### src/sst_params.svh
`ifndef SST_PARAMS_SVH
`define SST_PARAMS_SVH
// Register byte offsets
`define SST_OFS_CONTROL 8'h00
`define SST_OFS_TFMODE 8'h04
`define SST_OFS_RXHOLD 8'h08
`define SST_OFS_TXHOLD 8'h0C
`define SST_OFS_RXSYNC 8'h10
`define SST_OFS_TXSYNC 8'h14
`define SST_OFS_CMP0 8'h18
`define SST_OFS_CMP1 8'h1C
`define SST_OFS_STATUS 8'h20
// Transmit frame mode fields
`define SST_WLEN_LSB 0
`define SST_IDLE_BIT 5
`define SST_HBF_BIT 7
`define SST_WPF_LSB 8
`define SST_SLEN_LSB 16
`define SST_SOS_LSB 20
`define SST_SDEN_BIT 23
`define SST_SEDGE_BIT 24
`define SST_TFMODE_MASK 32'h01FF0FBF
`define SST_TFMODE_RESET 32'h00000000
`define SST_SYNC_MASK 32'h0000FFFF
// Status bit positions
`define SST_ST_TXFREE 0
`define SST_ST_TXDRAIN 1
`define SST_ST_RXAVAIL 4
`define SST_ST_OVR 5
`define SST_ST_CP0 8
`define SST_ST_CP1 9
`define SST_ST_TX_SYNC_EVENT 10
`define SST_ST_RX_SYNC_EVENT 11
`define SST_ST_TXON 16
`define SST_ST_RXON 17
// Control bit positions
`define SST_CTL_TXON 0
`define SST_CTL_RXON 1
// Sync output select codes
`define SST_SOS_NONE 3'h0
`define SST_SOS_NEG 3'h1
`define SST_SOS_POS 3'h2
`define SST_SOS_LOW 3'h3
`define SST_SOS_HIGH 3'h4
`define SST_SOS_TOG 3'h5
// Word length limits for DMA size, then bus response codes
`define SST_BYTE_MAX 5'h07
`define SST_HALF_MAX 5'h0F
`define SST_RESP_OKAY 2'h0
`define SST_RESP_SLVERR 2'h2
`endif

### src/sst_pkg.sv
package sst_pkg;
	typedef enum logic [1:0] {
		TX_IDLE = 2'b00,
		TX_SYNC = 2'b01,
		TX_DATA = 2'b10,
		TX_WAIT = 2'b11
	} sst_tx_state_t;
	typedef enum logic [1:0] {
		RX_IDLE = 2'b00,
		RX_SYNC = 2'b01,
		RX_DATA = 2'b10
	} sst_rx_state_t;
	typedef enum logic [1:0] {
		DMA_BYTE = 2'b00,
		DMA_HALF = 2'b01,
		DMA_WORD = 2'b10
	} sst_dma_size_t;
	typedef struct packed {
		logic sync_edge_select;
		logic sync_data_output_enable;
		logic [2:0] sync_output_select;
		logic [3:0] sync_length;
		logic [3:0] spare_hi;
		logic [3:0] words_per_frame;
		logic high_bit_first;
		logic spare_lo;
		logic idle_line_level;
		logic [4:0] word_length;
	} sst_tfmode_t;
	typedef struct packed {
		logic awready;
		logic wready;
		logic aw_got;
		logic w_got;
		logic [7:0] awaddr;
		logic [31:0] wdata;
		logic [3:0] wstrb;
		logic bvalid;
		logic [1:0] bresp;
		logic arready;
		logic rvalid;
		logic [31:0] rdata;
		logic [1:0] rresp;
	} sst_bus_t;
	typedef struct packed {
		sst_bus_t bus;
		logic [31:0] tfmode;
		logic [15:0] tx_sync_bits;
		logic [15:0] cmp0;
		logic [15:0] cmp1;
		logic [31:0] tx_hold;
		logic tx_hold_full;
		logic transmitter_on;
		logic receiver_on;
		logic [2:0] tk_s;
		logic [2:0] rk_s;
		logic [1:0] rd_s;
		logic [2:0] rf_s;
		logic [2:0] tf_s;
		sst_tx_state_t tx_state;
		logic [31:0] tx_shift;
		logic [4:0] tx_cnt;
		logic [3:0] tx_words;
		logic serial_out_line;
		logic td_oe;
		logic transmit_sync_line;
		logic tf_oe;
		logic tf_seen;
		sst_dma_size_t dma_size;
		sst_rx_state_t rx_state;
		logic [31:0] rx_shift;
		logic [4:0] rx_cnt;
		logic [31:0] rx_hold;
		logic [15:0] rx_sync_bits;
		logic rx_word_available;
		logic rx_overflow;
		logic cp0_hit;
		logic cp1_hit;
		logic tx_sync_event;
		logic rx_sync_event;
	} sst_state_t;
endpackage

### src/sst_serial.sv
// Behaviour
// - Each word carries word length plus one bits
// - DMA size: byte, half-word, word by length
// - Data line idles at chosen idle level
// - Open-drain data pin enabled only when high
// - Bit order selects low or high first
// - Each frame sends words-per-frame plus one words
// - Sync pulse lasts sync length plus one periods
// - Sync length also counts shifted sync bits
// - Sync output select picks pin waveform
// - Without sync data, idle level during sync
// - With sync data, sync bits shift during sync
// - Tx sync flag on selected sync edge
// - Holding register words are right aligned
// - Received sync bits in low sixteen bits
// - Transmit sync bits read-write, low sixteen bits
// - Two sixteen-bit compare values match sync data
// - Status register flags at fixed bit positions
// - Tx free low while written word waits
// - Overflow when unread word is overwritten
// - Status read clears compare and sync flags
// - Rx available set on load, cleared when empty
`timescale 1ns/1ps
`include "sst_params.svh"
module sst_serial (
	input wire logic i_sys_clk,
	input wire logic i_reset_n,
	input wire logic [7:0] i_awaddr,
	input wire logic i_awvalid,
	output logic o_awready,
	input wire logic [31:0] i_wdata,
	input wire logic [3:0] i_wstrb,
	input wire logic i_wvalid,
	output logic o_wready,
	output logic [1:0] o_bresp,
	output logic o_bvalid,
	input wire logic i_bready,
	input wire logic [7:0] i_araddr,
	input wire logic i_arvalid,
	output logic o_arready,
	output logic [31:0] o_rdata,
	output logic [1:0] o_rresp,
	output logic o_rvalid,
	input wire logic i_rready,
	input wire logic i_td_open_drain,
	input wire logic i_tx_clk,
	input wire logic i_tf_in,
	input wire logic i_rx_clk,
	input wire logic i_rx_data,
	input wire logic i_rx_sync,
	output logic o_serial_out_line,
	output logic o_serial_out_oe,
	output logic o_transmit_sync_line,
	output logic o_transmit_sync_oe,
	output logic [1:0] o_tx_dma_size
);

	sst_pkg::sst_state_t state_reg;
	sst_pkg::sst_state_t state_next;

	// Bit position for counter value; used by both shifters
	function automatic logic [4:0] bit_pos(input logic [4:0] cnt, input logic [4:0] last,
			input logic hbf);
		bit_pos = hbf ? 5'(last - cnt) : cnt;
	endfunction

	function automatic logic [31:0] merge(input logic [31:0] old, input logic [31:0] data,
			input logic [3:0] strb);
		logic [31:0] res;
		res = old;
		for (int i = 0; i < 4; i++) begin
			if (strb[i]) begin
				res[i*8 +: 8] = data[i*8 +: 8];
			end
		end
		merge = res;
	endfunction

	function automatic logic addr_ok(input logic [7:0] a, input logic wr);
		unique case (a)
			`SST_OFS_CONTROL, `SST_OFS_TFMODE, `SST_OFS_TXSYNC, `SST_OFS_CMP0,
			`SST_OFS_CMP1: addr_ok = 1'b1;
			`SST_OFS_TXHOLD: addr_ok = wr;
			`SST_OFS_RXHOLD, `SST_OFS_RXSYNC, `SST_OFS_STATUS: addr_ok = !wr;
			default: addr_ok = 1'b0;
		endcase
	endfunction

	sst_pkg::sst_tfmode_t mode;
	logic tk_rise;
	logic tk_fall;
	logic rk_rise;
	logic rf_rise;
	logic tf_level;
	logic tf_prev;
	logic sync_bit;
	logic frame_start;
	logic do_write;
	logic do_read;
	logic [31:0] status;
	logic [4:0] pos;
	logic [3:0] spos;

	always_comb begin
		state_next = state_reg;
		mode = sst_pkg::sst_tfmode_t'(state_reg.tfmode[24:0]);
		// Stage 0 of each synchroniser feeds only stage 1
		state_next.tk_s = {state_reg.tk_s[1:0], i_tx_clk};
		state_next.rk_s = {state_reg.rk_s[1:0], i_rx_clk};
		state_next.rd_s = {state_reg.rd_s[0], i_rx_data};
		state_next.rf_s = {state_reg.rf_s[1:0], i_rx_sync};
		state_next.tf_s = {state_reg.tf_s[1:0], i_tf_in};
		tk_rise = state_reg.tk_s[1] && !state_reg.tk_s[2];
		tk_fall = !state_reg.tk_s[1] && state_reg.tk_s[2];
		rk_rise = state_reg.rk_s[1] && !state_reg.rk_s[2];
		rf_rise = state_reg.rf_s[1] && !state_reg.rf_s[2];
		pos = 5'h00;
		spos = 4'h0;
		sync_bit = 1'b0;
		frame_start = 1'b0;

		status = 32'h00000000;
		status[`SST_ST_TXFREE] = !state_reg.tx_hold_full;
		status[`SST_ST_TXDRAIN] = !state_reg.tx_hold_full
			&& state_reg.tx_state == sst_pkg::TX_IDLE;
		status[`SST_ST_RXAVAIL] = state_reg.rx_word_available;
		status[`SST_ST_OVR] = state_reg.rx_overflow;
		status[`SST_ST_CP0] = state_reg.cp0_hit;
		status[`SST_ST_CP1] = state_reg.cp1_hit;
		status[`SST_ST_TX_SYNC_EVENT] = state_reg.tx_sync_event;
		status[`SST_ST_RX_SYNC_EVENT] = state_reg.rx_sync_event;
		status[`SST_ST_TXON] = state_reg.transmitter_on;
		status[`SST_ST_RXON] = state_reg.receiver_on;

		// Bus: address and data may arrive in either order
		if (i_awvalid && state_reg.bus.awready) begin
			state_next.bus.aw_got = 1'b1;
			state_next.bus.awaddr = i_awaddr;
		end
		if (i_wvalid && state_reg.bus.wready) begin
			state_next.bus.w_got = 1'b1;
			state_next.bus.wdata = i_wdata;
			state_next.bus.wstrb = i_wstrb;
		end
		if (state_reg.bus.bvalid && i_bready) begin
			state_next.bus.bvalid = 1'b0;
		end
		do_write = state_reg.bus.aw_got && state_reg.bus.w_got && !state_reg.bus.bvalid;
		if (do_write) begin
			state_next.bus.aw_got = 1'b0;
			state_next.bus.w_got = 1'b0;
			state_next.bus.bvalid = 1'b1;
			state_next.bus.bresp = addr_ok(state_reg.bus.awaddr, 1'b1)
				? `SST_RESP_OKAY : `SST_RESP_SLVERR;
			unique case (state_reg.bus.awaddr)
				`SST_OFS_CONTROL: begin
					state_next.transmitter_on = state_reg.bus.wstrb[0]
						? state_reg.bus.wdata[`SST_CTL_TXON] : state_reg.transmitter_on;
					state_next.receiver_on = state_reg.bus.wstrb[0]
						? state_reg.bus.wdata[`SST_CTL_RXON] : state_reg.receiver_on;
				end
				`SST_OFS_TFMODE: state_next.tfmode = merge(state_reg.tfmode,
					state_reg.bus.wdata, state_reg.bus.wstrb) & `SST_TFMODE_MASK;
				`SST_OFS_TXHOLD: begin
					// Right aligned word; a write over a waiting word replaces it
					state_next.tx_hold = merge(state_reg.tx_hold, state_reg.bus.wdata,
						state_reg.bus.wstrb);
					state_next.tx_hold_full = 1'b1;
				end
				`SST_OFS_TXSYNC: state_next.tx_sync_bits = 16'(merge({16'h0000,
					state_reg.tx_sync_bits}, state_reg.bus.wdata, state_reg.bus.wstrb));
				`SST_OFS_CMP0: state_next.cmp0 = 16'(merge({16'h0000, state_reg.cmp0},
					state_reg.bus.wdata, state_reg.bus.wstrb));
				`SST_OFS_CMP1: state_next.cmp1 = 16'(merge({16'h0000, state_reg.cmp1},
					state_reg.bus.wdata, state_reg.bus.wstrb));
				default: begin
				end
			endcase
		end

		if (state_reg.bus.rvalid && i_rready) begin
			state_next.bus.rvalid = 1'b0;
		end
		do_read = i_arvalid && state_reg.bus.arready;
		if (do_read) begin
			state_next.bus.rvalid = 1'b1;
			state_next.bus.rresp = addr_ok(i_araddr, 1'b0) ? `SST_RESP_OKAY : `SST_RESP_SLVERR;
			unique case (i_araddr)
				`SST_OFS_CONTROL: state_next.bus.rdata = {30'h00000000,
					state_reg.receiver_on, state_reg.transmitter_on};
				`SST_OFS_TFMODE: state_next.bus.rdata = state_reg.tfmode;
				`SST_OFS_RXHOLD: begin
					state_next.bus.rdata = state_reg.rx_hold;
					state_next.rx_word_available = 1'b0;
				end
				`SST_OFS_RXSYNC: state_next.bus.rdata = {16'h0000, state_reg.rx_sync_bits};
				`SST_OFS_TXSYNC: state_next.bus.rdata = {16'h0000, state_reg.tx_sync_bits};
				`SST_OFS_CMP0: state_next.bus.rdata = {16'h0000, state_reg.cmp0};
				`SST_OFS_CMP1: state_next.bus.rdata = {16'h0000, state_reg.cmp1};
				`SST_OFS_STATUS: begin
					state_next.bus.rdata = status;
					// Event flags clear on read; a same-cycle event sets them again below
					state_next.rx_overflow = 1'b0;
					state_next.cp0_hit = 1'b0;
					state_next.cp1_hit = 1'b0;
					state_next.tx_sync_event = 1'b0;
					state_next.rx_sync_event = 1'b0;
				end
				default: state_next.bus.rdata = 32'h00000000;
			endcase
		end

		// Transmitter shifts on falling edges of the link clock
		if (tk_fall) begin
			unique case (state_reg.tx_state)
				sst_pkg::TX_IDLE: begin
					if (state_reg.transmitter_on && state_reg.tx_hold_full) begin
						frame_start = 1'b1;
						state_next.tx_shift = state_reg.tx_hold;
						state_next.tx_hold_full = 1'b0;
						state_next.tx_words = mode.words_per_frame;
						state_next.tx_cnt = 5'h00;
						if (mode.sync_output_select == `SST_SOS_NEG
								|| mode.sync_output_select == `SST_SOS_POS
								|| mode.sync_output_select == `SST_SOS_TOG
								|| mode.sync_data_output_enable) begin
							state_next.tx_state = sst_pkg::TX_SYNC;
						end else begin
							state_next.tx_state = sst_pkg::TX_DATA;
						end
					end
				end
				sst_pkg::TX_SYNC: begin
					state_next.tx_cnt = 5'(state_reg.tx_cnt + 5'h01);
					if (state_reg.tx_cnt[3:0] == mode.sync_length) begin
						state_next.tx_cnt = 5'h00;
						state_next.tx_state = sst_pkg::TX_DATA;
					end
				end
				sst_pkg::TX_DATA: begin
					state_next.tx_cnt = 5'(state_reg.tx_cnt + 5'h01);
					if (state_reg.tx_cnt == mode.word_length) begin
						state_next.tx_cnt = 5'h00;
						if (state_reg.tx_words == 4'h0) begin
							state_next.tx_state = sst_pkg::TX_IDLE;
						end else if (state_reg.tx_hold_full) begin
							state_next.tx_shift = state_reg.tx_hold;
							state_next.tx_hold_full = 1'b0;
							state_next.tx_words = 4'(state_reg.tx_words - 4'h1);
						end else begin
							state_next.tx_state = sst_pkg::TX_WAIT;
						end
					end
				end
				sst_pkg::TX_WAIT: begin
					// Frame stays open until the remaining words arrive
					if (state_reg.tx_hold_full) begin
						state_next.tx_shift = state_reg.tx_hold;
						state_next.tx_hold_full = 1'b0;
						state_next.tx_words = 4'(state_reg.tx_words - 4'h1);
						state_next.tx_state = sst_pkg::TX_DATA;
					end
				end
			endcase

			// Line levels for the state just entered
			spos = mode.high_bit_first ? 4'(mode.sync_length - state_next.tx_cnt[3:0])
				: state_next.tx_cnt[3:0];
			sync_bit = mode.sync_data_output_enable ? state_reg.tx_sync_bits[spos]
				: mode.idle_line_level;
			pos = bit_pos(state_next.tx_cnt, mode.word_length, mode.high_bit_first);
			unique case (state_next.tx_state)
				sst_pkg::TX_SYNC: state_next.serial_out_line = sync_bit;
				sst_pkg::TX_DATA: state_next.serial_out_line = state_next.tx_shift[pos];
				default: state_next.serial_out_line = mode.idle_line_level;
			endcase

			unique case (mode.sync_output_select)
				`SST_SOS_NEG: state_next.transmit_sync_line =
					state_next.tx_state != sst_pkg::TX_SYNC;
				`SST_SOS_POS: state_next.transmit_sync_line =
					state_next.tx_state == sst_pkg::TX_SYNC;
				`SST_SOS_LOW: state_next.transmit_sync_line =
					state_next.tx_state == sst_pkg::TX_IDLE;
				`SST_SOS_HIGH: state_next.transmit_sync_line =
					state_next.tx_state != sst_pkg::TX_IDLE;
				`SST_SOS_TOG: state_next.transmit_sync_line =
					state_reg.transmit_sync_line ^ frame_start;
				default: state_next.transmit_sync_line = 1'b0;
			endcase
		end
		if (do_write && state_reg.bus.awaddr == `SST_OFS_TXHOLD) begin
			state_next.tx_hold_full = 1'b1;
		end
		if (state_reg.tx_state == sst_pkg::TX_IDLE && !tk_fall) begin
			state_next.serial_out_line = mode.idle_line_level;
		end
		state_next.tf_oe = mode.sync_output_select != `SST_SOS_NONE;
		state_next.td_oe = !i_td_open_drain || state_next.serial_out_line;

		// Sync edge watches the driven line, or the pin when it is an input
		tf_level = state_reg.tf_oe ? state_reg.transmit_sync_line : state_reg.tf_s[1];
		tf_prev = state_reg.tf_seen;
		state_next.tf_seen = tf_level;
		if (mode.sync_edge_select ? (tf_prev && !tf_level) : (!tf_prev && tf_level)) begin
			state_next.tx_sync_event = 1'b1;
		end

		if (mode.word_length <= `SST_BYTE_MAX) begin
			state_next.dma_size = sst_pkg::DMA_BYTE;
		end else if (mode.word_length <= `SST_HALF_MAX) begin
			state_next.dma_size = sst_pkg::DMA_HALF;
		end else begin
			state_next.dma_size = sst_pkg::DMA_WORD;
		end

		// Receiver samples on rising edges; a frame opens on a clock rise while sync is high
		if (rf_rise) begin
			state_next.rx_sync_event = 1'b1;
		end
		if (rk_rise) begin
			pos = bit_pos(state_reg.rx_cnt, mode.word_length, mode.high_bit_first);
			spos = mode.high_bit_first ? 4'(mode.sync_length - state_reg.rx_cnt[3:0])
				: state_reg.rx_cnt[3:0];
			unique case (state_reg.rx_state)
				sst_pkg::RX_IDLE: begin
					if (state_reg.receiver_on && state_reg.rf_s[1]) begin
						state_next.rx_state = sst_pkg::RX_SYNC;
						state_next.rx_cnt = 5'h00;
						state_next.rx_shift = 32'h00000000;
					end
				end
				sst_pkg::RX_SYNC: begin
					state_next.rx_shift[spos] = state_reg.rd_s[1];
					state_next.rx_cnt = 5'(state_reg.rx_cnt + 5'h01);
					if (state_reg.rx_cnt[3:0] == mode.sync_length) begin
						state_next.rx_sync_bits = state_next.rx_shift[15:0];
						if (state_next.rx_shift[15:0] == state_reg.cmp0) begin
							state_next.cp0_hit = 1'b1;
						end
						if (state_next.rx_shift[15:0] == state_reg.cmp1) begin
							state_next.cp1_hit = 1'b1;
						end
						state_next.rx_cnt = 5'h00;
						state_next.rx_shift = 32'h00000000;
						state_next.rx_state = sst_pkg::RX_DATA;
					end
				end
				sst_pkg::RX_DATA: begin
					state_next.rx_shift[pos] = state_reg.rd_s[1];
					state_next.rx_cnt = 5'(state_reg.rx_cnt + 5'h01);
					if (state_reg.rx_cnt == mode.word_length) begin
						state_next.rx_hold = state_next.rx_shift;
						if (state_reg.rx_word_available) begin
							state_next.rx_overflow = 1'b1;
						end
						state_next.rx_word_available = 1'b1;
						state_next.rx_state = sst_pkg::RX_IDLE;
					end
				end
				default: state_next.rx_state = sst_pkg::RX_IDLE;
			endcase
		end

		// Ready outputs are registered, so they follow the next state
		state_next.bus.awready = !state_next.bus.aw_got && !state_next.bus.bvalid;
		state_next.bus.wready = !state_next.bus.w_got && !state_next.bus.bvalid;
		state_next.bus.arready = !state_next.bus.rvalid;
	end

	always_ff @(posedge i_sys_clk or negedge i_reset_n) begin
		if (!i_reset_n) begin
			state_reg <= '0;
			state_reg.tfmode <= `SST_TFMODE_RESET;
			state_reg.td_oe <= 1'b1;
		end else begin
			state_reg <= state_next;
		end
	end

	assign o_awready = state_reg.bus.awready;
	assign o_wready = state_reg.bus.wready;
	assign o_bresp = state_reg.bus.bresp;
	assign o_bvalid = state_reg.bus.bvalid;
	assign o_arready = state_reg.bus.arready;
	assign o_rdata = state_reg.bus.rdata;
	assign o_rresp = state_reg.bus.rresp;
	assign o_rvalid = state_reg.bus.rvalid;
	assign o_serial_out_line = state_reg.serial_out_line;
	assign o_serial_out_oe = state_reg.td_oe;
	assign o_transmit_sync_line = state_reg.transmit_sync_line;
	assign o_transmit_sync_oe = state_reg.tf_oe;
	assign o_tx_dma_size = state_reg.dma_size;

endmodule // sst_serial

### config.mk
export PLATFORM = sky130hd
export DESIGN_NAME = sst_serial
export DESIGN_NICKNAME = d
export VERILOG_FILES = /design/src/sst_pkg.sv /design/src/sst_serial.sv
export VERILOG_INCLUDE_DIRS = /design/src
export SDC_FILE = /design/constraint.sdc
export NUM_CORES = 1
export LEC_CHECK = 0
export ABC_AREA = 1
export BUFFER_PORTS_ARGS = -buffer_cell sky130_fd_sc_hd__buf_4
export CELL_PAD_IN_SITES_DETAIL_PLACEMENT = 1
export CELL_PAD_IN_SITES_GLOBAL_PLACEMENT = 2
export CORE_MARGIN = 8
export CORE_UTILIZATION = 33
export CTS_CLUSTER_SIZE = 16
export DETAILED_ROUTE_END_ITERATION = 10
export GPL_TIMING_DRIVEN = 0
export PLACE_DENSITY_LB_ADDON = 0.1
export SETUP_SLACK_MARGIN = 0.5
export SKIP_CTS_REPAIR_TIMING = 1
export SLEW_MARGIN = 20
export SYNTH_ARGS = -nofsm -noshare
export SYNTH_HDL_FRONTEND = slang
export SYNTH_SLANG_ARGS = --single-unit
### constraint.sdc
create_clock -name i_sys_clk -period 3.3 [get_ports i_sys_clk]
set_clock_uncertainty 0.15 [all_clocks]
set_input_delay 0.66 -clock i_sys_clk [delete_from_list [all_inputs] [get_ports i_sys_clk]]
set_output_delay 0.66 -clock i_sys_clk [all_outputs]
set_load 0.1 [all_outputs]
==> run metrics, run 1 <==
status=finished, violations left; failing checks=setup timing; Avg Cell Area, Syn=7.42 µm²; gr usage total=23.4%; Nets=2957; Yosys top cell by area=dfrtp_1; DRT antenna net count=0; placed inst area=21300 µm²; final period utilization=106%; ys async rst share=100%; CP Launch Type=register; Post-Route WL=80.7 mm; crit path kind=register to register; highest routed layer=met4; Max VDD drop=0.393 mV; final worst setup slack=-0.214 ns; Final Hold Fails=0; Die Width=258 µm; setup TNS=-0.409 ns; register area share after synthesis=44.5%; count of cell types in the netlist=58; Hold Slack=0.0360 ns; Synth warnings=0; routed length on met3=2.43 mm; critical path arrival=3.82 ns; Max Cap Violations=0; cts bufs inserted=44; PD cells=667 nW/µm²; most common cell after layout, fill and taps aside=nand2_1; Initial Util=33.5%; routed len/inst=22.0 µm; total grt overflow=0; Clock Tree Root=clkbuf_16; Die H=258 µm; FP Rows=88; slew margin rel.=26.4%; clk sinks=344; DRT iter0 DRCs=1176; # IOs=112; final instance area=25000 µm²; synthesis-to-finish area growth=29.1%; max FFs per register=269; CTS tree=built; Worst-Skew Late Latency=0.58 ns; Crit Path Max Fanout=6; vias in the first global route=20100; Setup violations, final=2; fraction of layout cells with a size suffix above 1=22.4%; Slew Viols, Final=0; Clock transition at path regs=0.06 ns; cell chain of the critical path=buf_12, nand2_1, nand2_1, nor2_2, nand3_2, buf_4, nand3_2, nand3_4, ha_2, fa_1, nand2_1, nand2_2, inv_2, nand3_1, nand3_2, nand2_2, nand2_2, nand3_2, a21oi_2, nand2_2, nand2_1, nand2_1, nand2_2, inv_1; post-placement worst setup slack=-0.698 ns; class of the worst hold path=input port to register; port buffer count=109; top cell type's share of synthesized area=44.4%; Syn Inst Count=2606; antenna violations before repair=1; Synth Flop Type=dfrtp_1; first-pass GRT wire length=122 mm; Worst path max stage delay=0.43 ns; Peak Freq=285 MHz; die area=66600 µm²; Least-Margin Pin Slew=1.10 ns; HPWL after DPL=59.5 mm; Post-synth EDFFs=0; most frequent cells in the layout=nand2_1 (698), dfrtp_1 (328), o21ai_0 (297); DRT Pass-1 Iters=5; P_leak=11.1 nW; Max Root-Sink Buffers=3; Yosys reg bits=344; DRC=0; RSZ-0062 raised after global routing=yes; Crit-path slowest cell=fa_1; CP Capture Type=register; Tmin final=3.51 ns; Core ar.=57800 µm²; Met1 Wirelength=34.9 mm; CP delay by family, top=simple AND/OR/NAND/NOR gates; WP data required=3.60 ns; metal2 WL=40.8 mm; Synth area leaders=dfrtp_1 (44%), nand2_1 (14%), o21ai_0 (9.9%); WP buf/inv=4; gpl congestion=0.916; cell area after synthesis=19300 µm²; Via density=5.28; H-tree depth=2; routed vias=19400; Post-Route Utilization=43.2%; largest net degree at the start of global routing=91
==> per-stage QoR <==
stage | instances | power (mW)
finish | 3668 | 16.6
floorplan | 2607 | 8.55
CTS | 3565 | 15.9
detailed placement | 3485 | 10.7
global placement | 3481 | 10.5
global route | 3665 | 17.6
==> logic make-up after synthesis <==
group / count (synthesis) / share of synthesized area [%]
AOI/OAI and AO/OA: 605 / 17.5
xor gates and xnor gates: 25 / 1.13
adders and majority gates: 26 / 1.84
buffers and inverters: 439 / 9.68
DFF: 344 / 44.5
muxes: 1 / 0.0582
other: 1 / 0.0194
and+or+nand+nor: 1165 / 25.2
==> path summary, 6_finish.rpt <==
check,start,cells after the start,to,slack [ns]
setup reg to reg,mode[1],24,o_serial_out_line,-0.21
min in group asynchronous,i_reset_n,2,state_reg[342],0.37
hold reg to reg,state_next[155],0,state_next[156],0.20
setup / recovery,mode[1],24,o_serial_out_line,-0.21
max in group asynchronous,i_reset_n,5,state_reg[88],1.04
hold / removal,i_rx_sync,1,state_next[147],0.04
==> cell usage after synthesis, drive strengths merged, types with 17 or more instances <==
cell	n
dfrtp	343
clkbuf	89
nor2	146
nand4	18
xor2	17
ha	22
or2	18
a21oi	57
o21ai	401
buf	72
o22ai	70
inv	276
nor3	33
nand2	754
nand3	182
==> power breakdown <==
part	leakage, nW	switching, mW	internal, mW
Combinational	5.77	4.32	1.86
Clock	0.762	1.98	3.14
Sequential	4.61	0.489	4.85
==> metal layers <==
layer / up-vias / GRT usage, %
li1: 9081 / -
met1: 9828 / 30.0
met2: 341 / 41.2
met3: 127 / 2.65
met4: 0 / 6.59
met5: - / 0
==> final cells by class <==
cell class              instances  area [µm²]
fillers                      7009       32800
clock buffers                  63        1300
flip-flops and latches        344        8630
well taps                     765         957
multi-input cells            1824       10000
diodes                          3        7.51
inverters                     278        1090
clock inverters                17         231
repair buffers                213        1870
plain buffers                 161         862
Note: power is estimated with default switching activity, not from simulation.
==> run 2: changes to the inputs <==
- ABC_AREA: 1 -> unset
- CORE_UTILIZATION: 33 -> 37
==> run 2 against run 1 <==
Effect of this change:
- the run still ends with setup timing left
- critical path depth shrank 10
- synthesized area shrank 9.0%
- total power shrank 22%
- fmax shrank 11%
- global-route usage shrank 1.3 points
- via count shrank 27%
- first-iteration DRC count shrank 24%
- critical path type unchanged
- largest power group is now registers
==> run metrics, run 2 <==
cts bufs inserted=41; CTS tree=built; Post-Route Utilization=47.6%; final period utilization=119%; Via density=5.65; antenna violations before repair=0; # IOs=112; DRT antenna net count=0; HPWL after DPL=45.3 mm; Simple-Gate Fraction of Synth Area=11.1%; Post-Synth XOR/XNOR Area=2.04%; Tmin final=3.93 ns; Crit Path Max Fanout=6; H-tree depth=2; Peak Freq=255 MHz; mux share of post-synthesis cell area=16.4%; gr usage total=22.1%; ant diodes=0; DRC=0; CP Capture Type=register; Yosys reg bits=344; setup TNS=-2.68 ns; Initial Util=37.2%; DRT Pass-1 Iters=5; critical path arrival=4.23 ns; most frequent cells after synthesis=dfrtp_1 (343), mux2_2 (197), nand2_1 (157); fraction of layout cells with a size suffix above 1=37.4%; Post-Synth Adder-Cell Area=2.02%; Max Cap Violations=0; register area share after synthesis=48.9%; Compound-Gate Fraction of Synth Area=15.3%; Worst-Skew Late Latency=0.58 ns; Clock transition at path regs=0.06 ns; gpl congestion=0.922; most frequent cells in the layout=dfrtp_1 (335), buf_4 (201), mux2_2 (191); Clock Tree Root=clkbuf_16; WP data required=3.60 ns; Die Width=234 µm; Yosys top cell by area=dfrtp_1; top cell type's share of synthesized area=48.8%; most common cell after layout, fill and taps aside=dfrtp_1; crit path kind=register to register; DRT iter0 DRCs=896; Synth Flop Type=dfrtp_1; Syn Inst Count=1641; vias in the first global route=14600; class of the worst hold path=input port to register; clk sinks=344; die area=54800 µm²; RSZ-0062 raised after global routing=yes; Die H=234 µm; Max Root-Sink Buffers=3; final worst setup slack=-0.626 ns; slew margin rel.=12.6%; Nets=1965; synthesis-to-finish area growth=28.0%; P_leak=10.1 nW; failing checks=setup timing; total grt overflow=0; Core ar.=47300 µm²; FP Rows=80; Post-synth EDFFs=0; status=finished, violations left; first-pass GRT wire length=92.1 mm; largest family of logic cells by synthesized area=multiplexers; Synth area leaders=dfrtp_1 (49%), mux2_2 (13%), nand2_1 (3.3%); largest net degree at the start of global routing=97; port buffer count=109; routed vias=14200; count leader, synth=dfrtp_1; Post-Route WL=61.4 mm; PD cells=573 nW/µm²; Setup violations, final=16; CP Launch Type=register; max FFs per register=269; count of cell types in the netlist=80; Final Hold Fails=0; routed len/inst=24.4 µm; cell area after synthesis=17600 µm²; Least-Margin Pin Slew=1.30 ns; Max VDD drop=0.483 mV; ys async rst share=100%; Slew Viols, Final=0; Synth warnings=0; Avg Cell Area, Syn=10.7 µm²
-- run 2: final timing paths --
path                                      start           endpoint  slack [ns]  depth (start not counted)
worst max-delay path             state_reg[107]  o_serial_out_line       -0.63                         14
worst min-delay path                   i_tx_clk    state_next[155]        0.04                          1
worst max register to register   state_reg[107]  o_serial_out_line       -0.63                         14
worst min register to register  state_next[155]    state_next[156]        0.20                          0
max in group asynchronous             i_reset_n     state_reg[101]        1.03                          4
min in group asynchronous             i_reset_n        o_rdata[30]        0.52                          2
-- run 2: kinds of logic after synthesis --
logic type                 after synthesis
DFF                                    344
buffers and inverters                  157
adders and majority gates               26
xor gates and xnor gates                41
muxes                                  249
other                                    1
AOI/OAI and AO/OA                      410
and+or+nand+nor                        413
-- run 2: stage by stage --
stage	std cells	cell area, µm²	worst slack, ns	hold slack (ns)	total power [mW]
floorplan	1642	17800	-0.271	0.181	7.01
global placement	2366	19400	-2.32	0.184	8.01
detailed placement	2369	19500	-1.11	0.189	8.10
CTS	2441	20900	-1.19	-0.0882	12.8
global route	2518	22500	-0.735	0.0172	13.5
finish	2518	22500	-0.626	0.0392	12.9
-- run 2: report_power, final --
part / total [mW] / switching (mW) / internal (mW)
Clock: 4.64 / 1.90 / 2.75
Sequential: 5.53 / 0.707 / 4.83
Combinational: 2.74 / 1.68 / 1.06
-- run 2: worst max-delay path, cell delays in order, from the launching register on --
cell	delay (ns)
dfrtp_1	0.36
buf_4	0.17
xor2_2	0.16
nor4_4	0.34
buf_4	0.21
o31ai_4	0.13
or2_4	0.30
ha_4	0.17
fa_1	0.51
a21o_4	0.16
mux4_2	0.53
mux2i_1	0.17
o211ai_2	0.12
a21oi_4	0.23
nand2_1	0.09
-- run 2: routing by layer --
metal	share of wire (%)	global-route usage (%)	up-vias	routed length, µm
li1	-	-	6427	-
met1	44	29.9	7383	26900
met2	49	36.9	342	30300
met5	0	0	-	0
met4	2.5	6.57	0	1560
met3	4.3	2.46	85	2630
-- run 2: cell type report --
type	count	area [µm²]
fillers	5083	24800
multi-input cells	1141	9300
flip-flops and latches	344	8620
repair buffers	189	1600
clock buffers	57	1180
well taps	615	769
plain buffers	116	678
clock inverters	15	215
inverters	41	165
